<file path="src/verilog/sxt_pkg.sv">
// Purpose: shared constants for the swap/xor/direction-load execution datapath
// Assumes: 8-bit data, 7-bit file address, operand field 5..7 selects a direction register
// Notes: opcode selection is supplied already decoded as a small enum
`default_nettype none
package sxt_pkg;
  localparam int unsigned DATA_W = 8;
  localparam int unsigned ADDR_W = 7;
  localparam int unsigned NIB_HI = 4;
  localparam logic DEST_W = 1'h0;
  localparam logic DEST_F = 1'h1;
  localparam logic [ADDR_W-1:0] DIR_A_SEL = 7'h05;
  localparam logic [ADDR_W-1:0] DIR_B_SEL = 7'h06;
  localparam logic [ADDR_W-1:0] DIR_C_SEL = 7'h07;
  localparam logic [DATA_W-1:0] WREG_RESET = 8'h00;
  localparam logic [DATA_W-1:0] DIR_RESET = 8'hFF;
  localparam logic ZERO_RESET = 1'h0;

  typedef enum logic [2:0] {
    SXT_OP_NONE = 3'h0,
    SXT_OP_SWAP = 3'h1,
    SXT_OP_XORL = 3'h2,
    SXT_OP_XORF = 3'h3,
    SXT_OP_DIR = 3'h4
  } sxt_op_t;
endpackage : sxt_pkg
`default_nettype wire

</file>
<file path="src/verilog/sxt_dir_reg.sv">
// Purpose: one port direction register loaded from the working register
// Assumes: load is a one-cycle strobe
// Notes: resets to all inputs
`timescale 1ns/1ps
`default_nettype none
module sxt_dir_reg
  import sxt_pkg::*;
(
  input wire logic clk_i,
  input wire logic reset_i,
  input wire logic load_i,
  input wire logic [DATA_W-1:0] data_i,
  output logic [DATA_W-1:0] dir_o
);
  always_ff @(posedge clk_i) begin
    if (reset_i) begin
      dir_o <= DIR_RESET;
    end else if (load_i) begin
      dir_o <= data_i;
    end
  end
endmodule // sxt_dir_reg
`default_nettype wire

</file>
<file path="src/verilog/sxt_exec.sv">
// Purpose: execution datapath for nibble swap, xor literal, xor file and direction load
// Assumes: one instruction per clock, file operand read combinationally from outside
// Notes: file write-back is a registered one-cycle strobe with address and data
//
// Contract
// - nibble swap puts the operand low nibble in the upper half and high nibble in the lower.
// - for swap and xor with file, destination bit 0 writes the result to the working register, 1 back to the file register.
// - xor with literal xors the working register with the immediate into it, touching only zero.
// - xor with file xors the working register with the file operand, routed by destination.
// - direction load copies the working register into port A, B or C direction for 5, 6 or 7.
`timescale 1ns/1ps
`default_nettype none
module sxt_exec
  import sxt_pkg::*;
(
  input wire logic clk_i,
  input wire logic reset_i,
  input wire logic exec_i,
  input wire sxt_op_t op_i,
  input wire logic dest_i,
  input wire logic [ADDR_W-1:0] addr_i,
  input wire logic [DATA_W-1:0] literal_i,
  input wire logic [DATA_W-1:0] file_data_i,
  output logic [DATA_W-1:0] wreg_o,
  output logic zero_o,
  output logic file_we_o,
  output logic [ADDR_W-1:0] file_addr_o,
  output logic [DATA_W-1:0] file_wdata_o,
  output logic [DATA_W-1:0] port_a_direction_o,
  output logic [DATA_W-1:0] port_b_direction_o,
  output logic [DATA_W-1:0] port_c_direction_o
);
  // ----------------------------------------------------------------
  // decode and result selection
  // ----------------------------------------------------------------
  wire logic is_swap = exec_i && (op_i == SXT_OP_SWAP);
  wire logic is_xorl = exec_i && (op_i == SXT_OP_XORL);
  wire logic is_xorf = exec_i && (op_i == SXT_OP_XORF);
  wire logic is_dir = exec_i && (op_i == SXT_OP_DIR);
  wire logic [DATA_W-1:0] swap_res =
    {file_data_i[NIB_HI-1:0], file_data_i[DATA_W-1:NIB_HI]};
  wire logic [DATA_W-1:0] xorl_res = wreg_o ^ literal_i;
  wire logic [DATA_W-1:0] xorf_res = wreg_o ^ file_data_i;
  wire logic [DATA_W-1:0] result = is_swap ? swap_res : (is_xorl ? xorl_res : xorf_res);
  wire logic file_form = is_swap || is_xorf;
  // literal xor always targets the working register regardless of dest
  wire logic to_w = is_xorl || (file_form && dest_i == DEST_W);
  wire logic to_f = file_form && dest_i == DEST_F;
  wire logic zero_upd = is_xorl || is_xorf;
  wire logic next_zero = (result == '0);
  // out-of-range operand loads nothing, so a bad decode cannot disturb the pins
  wire logic ld_a = is_dir && addr_i == DIR_A_SEL;
  wire logic ld_b = is_dir && addr_i == DIR_B_SEL;
  wire logic ld_c = is_dir && addr_i == DIR_C_SEL;

  // ----------------------------------------------------------------
  // working register, zero flag, file write-back
  // ----------------------------------------------------------------
  // write-back is registered so the file side sees a clean one-cycle strobe
  always_ff @(posedge clk_i) begin
    if (reset_i) begin
      wreg_o <= WREG_RESET;
      zero_o <= ZERO_RESET;
      file_we_o <= 1'h0;
      file_addr_o <= '0;
      file_wdata_o <= '0;
    end else begin
      if (to_w) begin
        wreg_o <= result;
      end
      if (zero_upd) begin
        zero_o <= next_zero;
      end
      file_we_o <= to_f;
      if (to_f) begin
        file_addr_o <= addr_i;
        file_wdata_o <= result;
      end
    end
  end

  // ----------------------------------------------------------------
  // direction registers
  // ----------------------------------------------------------------
  sxt_dir_reg u_dir_a (
    .clk_i(clk_i), .reset_i(reset_i), .load_i(ld_a), .data_i(wreg_o),
    .dir_o(port_a_direction_o)
  );
  sxt_dir_reg u_dir_b (
    .clk_i(clk_i), .reset_i(reset_i), .load_i(ld_b), .data_i(wreg_o),
    .dir_o(port_b_direction_o)
  );
  sxt_dir_reg u_dir_c (
    .clk_i(clk_i), .reset_i(reset_i), .load_i(ld_c), .data_i(wreg_o),
    .dir_o(port_c_direction_o)
  );
endmodule // sxt_exec
`default_nettype wire

</file>
<file path="config.mk">
export PLATFORM = sky130hd
export DESIGN_NAME = sxt_exec
export DESIGN_NICKNAME = d
export VERILOG_FILES = /design/src/verilog/sxt_pkg.sv /design/src/verilog/sxt_dir_reg.sv /design/src/verilog/sxt_exec.sv
export SDC_FILE = /design/constraint.sdc
export NUM_CORES = 1
export LEC_CHECK = 0
export ABC_AREA = 1
export BUFFER_PORTS_ARGS = -buffer_cell sky130_fd_sc_hd__buf_2
export CELL_PAD_IN_SITES_DETAIL_PLACEMENT = 1
export CELL_PAD_IN_SITES_GLOBAL_PLACEMENT = 1
export CORE_AREA = 2 2 89 91
export CTS_CLUSTER_DIAMETER = 200
export CTS_CLUSTER_SIZE = 12
export DETAILED_ROUTE_END_ITERATION = 12
export DIE_AREA = 0 0 91 93
export GPL_ROUTABILITY_DRIVEN = 0
export PLACE_DENSITY = 0.75
export SLEW_MARGIN = 40
export SYNTH_ARGS = -nofsm -noshare
export SYNTH_HDL_FRONTEND = slang
export SYNTH_SLANG_ARGS = --single-unit
</file>
<file path="constraint.sdc">
create_clock -name clk_i -period 2.9 [get_ports clk_i]
set_input_delay 0.145 -clock clk_i [delete_from_list [all_inputs] [get_ports clk_i]]
set_output_delay 0.145 -clock clk_i [all_outputs]
set_load 0.03 [all_outputs]
</file>
## Word-level counts from Yosys, hierarchy flattened

Index checks and enable logic that the tools add are counted.

- Add/subtract/negate cells: 0
- Multiply operators: 0
- Div/mod/pow operators: 0
- Order comparisons: 0
- Equality and inequality tests: 7
- Shifts and indexed selects: 0
- Muxes and demuxes: 2
- Bitwise gates (word level): 3
- Reduce and logical (&&, ||, !) cells: 13

Operators by type and width:

| cell | count |
|---|---|
| $eq 7x3->1 const B | 3 |
| $mux 8 | 2 |
| $xor 8x8->8 | 2 |
| $logic_and 1x1->1 | 9 |
| $logic_not 8->1 | 1 |
| $eq 3x2->1 const B | 2 |
| $eq 3x1->1 const B | 1 |
| $eq 3x3->1 const B | 1 |
| $logic_or 1x1->1 | 3 |
| $not 1->1 | 1 |

- Register bits after elaboration: 49
- Bits in latches: 0
- Memory bits (writable): 0
- Memory bits (read-only): 0
- Input port bits: 30
- Output and inout bits: 49
- Logic and storage cells: 33
- Memories: 0

## Logic depth before layout (Yosys ltp)

- Depth in word-level cells: 5
- Gate-level depth with buffers: 13
- Mapped depth without buffers: 12

## Hierarchy

From an unflattened synthesis, not the netlist that was laid out.

- Cells, all modules: 327
- Area, all modules: 2,287.2 sq um

By module, submodules not included:

| module | instances | cells each | area each (sq um) |
|---|---|---|---|
| sxt_exec | 1 | 222 | 1,450.1 |
| sxt_dir_reg | 3 | 35 | 279.0 |

## Least setup slack after synthesis

Ideal clock, no wire load.

- Kind: flip-flop to flip-flop
- Start: register wreg_o[7]
- End: register zero_o
- Arrival: 1,190 ps
- Path slack: 1,644 ps
- Cell stages (with the launch flop): 9
- Buffers on the path: 0
- Clock period less this slack: 1,256 ps
- Cell sequence: dfxtp_1 -> inv_1 -> nand3_1 -> nand3_1 -> nand2_1 -> nand2_1 -> nor2_1 -> nand3_1 -> a21oi_2

- Word-level cells in the longest chain between the ends: 4
- Elaborated cells between the ends (all ways): 5
- Those cells by class: mux: 2; bitwise: 2; reduce/logical: 1

Ends and longest elaborated chain:

| element | line | text |
|---|---|---|
| start: declaration | sxt_exec.sv:24 | `output logic [DATA_W-1:0] wreg_o,` |
| start signal: assignment | sxt_exec.sv:69 | `wreg_o <= result;` |
| $xor 8x8->8, on equally long branches | sxt_exec.sv:43, sxt_exec.sv:42 |  |
| $mux 8 (*) (2 in series) | sxt_exec.sv:44 | `wire logic [DATA_W-1:0] result = is_swap ? swap_res : (is_xorl ? xorl_res : xorf_res);` |
| $logic_not 8->1 (*) | sxt_exec.sv:50 | `wire logic next_zero = (result == '0);` |
| end signal: assignment | sxt_exec.sv:72 | `zero_o <= next_zero;` |
| end: declaration | sxt_exec.sv:25 | `output logic zero_o,` |

Mark *: on every way between the ends. The rest lies on a longest branch, timed or not.
A chain may end at the register's enable or synchronous reset.

## Final worst setup path

- Start: input port op_i[2]
- End: register zero_o

- Word-level cells in the longest chain between the ends: 5
- Elaborated cells between the ends (all ways): 10
- Those cells by class: eq/ne: 3; mux: 2; reduce/logical: 5

Ends and longest elaborated chain:

| element | line | text |
|---|---|---|
| start: declaration | sxt_exec.sv:19 | `input wire sxt_op_t op_i,` |
| $eq 3x2->1 | sxt_exec.sv:37 | `wire logic is_xorl = exec_i && (op_i == SXT_OP_XORL);` |
| $logic_and 1x1->1 | sxt_exec.sv:37 |  |
| $mux 8 (2 in series) | sxt_exec.sv:44 |  |
| $logic_not 8->1 | sxt_exec.sv:50 |  |

Parallel ways exist; a longest one is shown, timed or not.

==> run metrics <==
outcome finished, final reports clean; Clock transition at path regs 90 ps; syn_area_per_cell 7.45 um^2; Worst Max-Slew Pin Slew 537 ps; main flop type after synthesis dfxtp_1; reg2reg path depth 8; global route hottest layer met2; WP data required 3140 ps; core area 7530 um^2; io pins 79; met2 usage 0.252; Lkg Pwr 0.00145 uW; hold depth 2; pin count of the biggest net entering global routing 41; syn nets 326; WS Path Type input pin to register; Area Growth Syn to Fin 25.4%; Yosys reg bits 49; Avg WL per Cell 13.2 um; Max-slew headroom 0.642; Post-synth top cells nand2_1 (82), dfxtp_1 (49), inv_1 (41); ys async rst share 0; sequential area share after synthesis 0.445; Synth top area share 0.445; post-place setup slack 891 ps; synth top area cells dfxtp_1 (44%), nand2_1 (14%), o211ai_1 (11%), inv_1 (7.0%), nand3_1 (5.9%); Setup Total Neg Slack 0 ps; Worst-Skew Late Latency 310 ps; Peak Freq 594 MHz; Worst setup EP type register; die width 91 um; worst-path maximum fanout 13; Hold Path Sink zero_o$_SDFFE_PP0P_; share of layout cells above drive strength 1 0.278; fillcell total 990; overflow left after global routing 0; Final min period 1680 ps; number of antenna violations at the first check in global routing 0; nets 399; final instance area 2770 um^2; drt initial violations 66; HP Start reset_i; vias in the first global route 2123; total clock buffers created by CTS 5; reg-to-reg setup timing slack 1620 ps; reg-to-reg endpoint zero_o$_SDFFE_PP0P_; Port Buf Inserts 78; cell area after synthesis 2210 um^2; routed wire length 6240 um; number of diodes 0; clk root buf clkbuf_8; first-pass GRT wire length 10200 um; Netlist cell types 25; Peak VDD IR 203 uV; Via density 4.62; Max Cap Viol 0; Layout Utilization 0.368; postcts setup bufs 0; Chip Height 93 um; DR vias 2179; final worst slack 1220 ps; CP Data Arrival Time 1920 ps; Final Hold Vio Count 0; Hold Buf Count CTS 0; Starting Density 0.293; Min-Delay Path Class input pin to register; Mapped Cells 296; PostCTS Resize Cnt 0; DRC 0; met1 Use GR 0.189; Area after DPL 2670 um^2; Pre-antenna DRT Iters 4; cell taking the most area after synthesis dfxtp_1; remaining antenna violation count after routing 0; R2R Path Start wreg_o[2]$_SDFFE_PP0P_; CP startpoint kind input pin; Pwr Density 470 nW/um^2; Synth Warn # 0; htree depth 2; die area 8460 um^2; most instantiated library cell after synthesis nand2_1; Final Max Slew Viols 0; worst hold slack 65.5 ps; unrepaired setup endpoints after global routing no; CTS tree done; number of flops mapped to enable cells by yosys 0; Setup Viol. Count Final 0; Clock Skew 14.3 ps; routing usage on met3 0.0355; Rows 32; clock sink count 49; Tcrit/Tclk final 0.580; Max clock buf depth 2; GR Util All Layers 0.150; detailed placer's ending HPWL 4860 um
-- cells in the final DEF (no fill, tap or decap) --
cell type	n
nand3b_1	2
clkbuf_8	5
dfxtp_1	49
a21oi_2	1
o21ai_1	1
buf_4	2
nand2_2	3
nand4_2	2
nand2_4	1
nand2_1	82
clkinvlp_4	1
nor2_4	2
or2_2	2
a21oi_1	9
inv_6	1
inv_2	1
nand3_2	1
o21ai_0	15
o21ai_2	1
clkinv_4	1
o211ai_1	33
clkinv_1	1
or2_1	1
nor4_4	1
buf_2	78
inv_1	41
nand3_1	26
nor2_1	7
-- how the worst max path moves through the flow --
stage                                     end  cells past startpoint                   start
after global placement    zero_o$_SDFFE_PP0P_                     10                 op_i[2]
after detailed placement  zero_o$_SDFFE_PP0P_                     10                  exec_i
after floorplan           zero_o$_SDFFE_PP0P_                      8  wreg_o[7]$_SDFFE_PP0P_
final                     zero_o$_SDFFE_PP0P_                      9                 op_i[2]
after global routing      zero_o$_SDFFE_PP0P_                     11                  exec_i
after CTS                 zero_o$_SDFFE_PP0P_                     10                  exec_i
-- layout make-up --
class                           count  area [um^2]  area share
Clock buffer                        5         68.8      0.0249
Clock inverter                      3         25.0     0.00905
Timing Repair Buffer               80          405       0.147
Inverter                           43          161      0.0583
Multi-Input combinational cell    190          997       0.360
Tap cell                          102          128      0.0461
Sequential cell                    49          981       0.355
-- layer usage --
metal  wire length [um]  share of wire
met5                  0              0
met4                105          0.017
met3                295          0.047
met2               2890           0.46
met1               2940           0.47
-- registers in the layout (all words and copies together), names as in the netlist --
signal         cells
file_wdata_o       8
u_dir_a.dir_o      8
u_dir_b.dir_o      8
u_dir_c.dir_o      8
wreg_o             8
file_addr_o        7
file_we_o          1
zero_o             1
-- power breakdown --
group	internal [uW]	switching, uW	total, uW
Clock	175	249	423
Combinational	55.0	127	181
Sequential	686	10.2	696
-- stage by stage --
stage                     instances  power (uW)
after floorplan                 296         824
after global placement          464         892
after detailed placement        464         896
after CTS                       472        1320
after global routing            472        1360
final                           472        1300
-- cells by family after synthesis --
group	synth area share
buffers and inverters	0.105
AOI/OAI and AO/OA	0.175
and+or+nand+nor	0.275
DFF	0.445
-- worst max-delay path, cell delays in order --
cell and delay (ps):
buf_2 120, nor2_4 290, nand3_1 430, or2_2 420, nand2_1 130, nand2_1 70, nor2_1 110, nand3_1 90
a21oi_2 110
No activity file was read; power rests on OpenSTA's default activity.
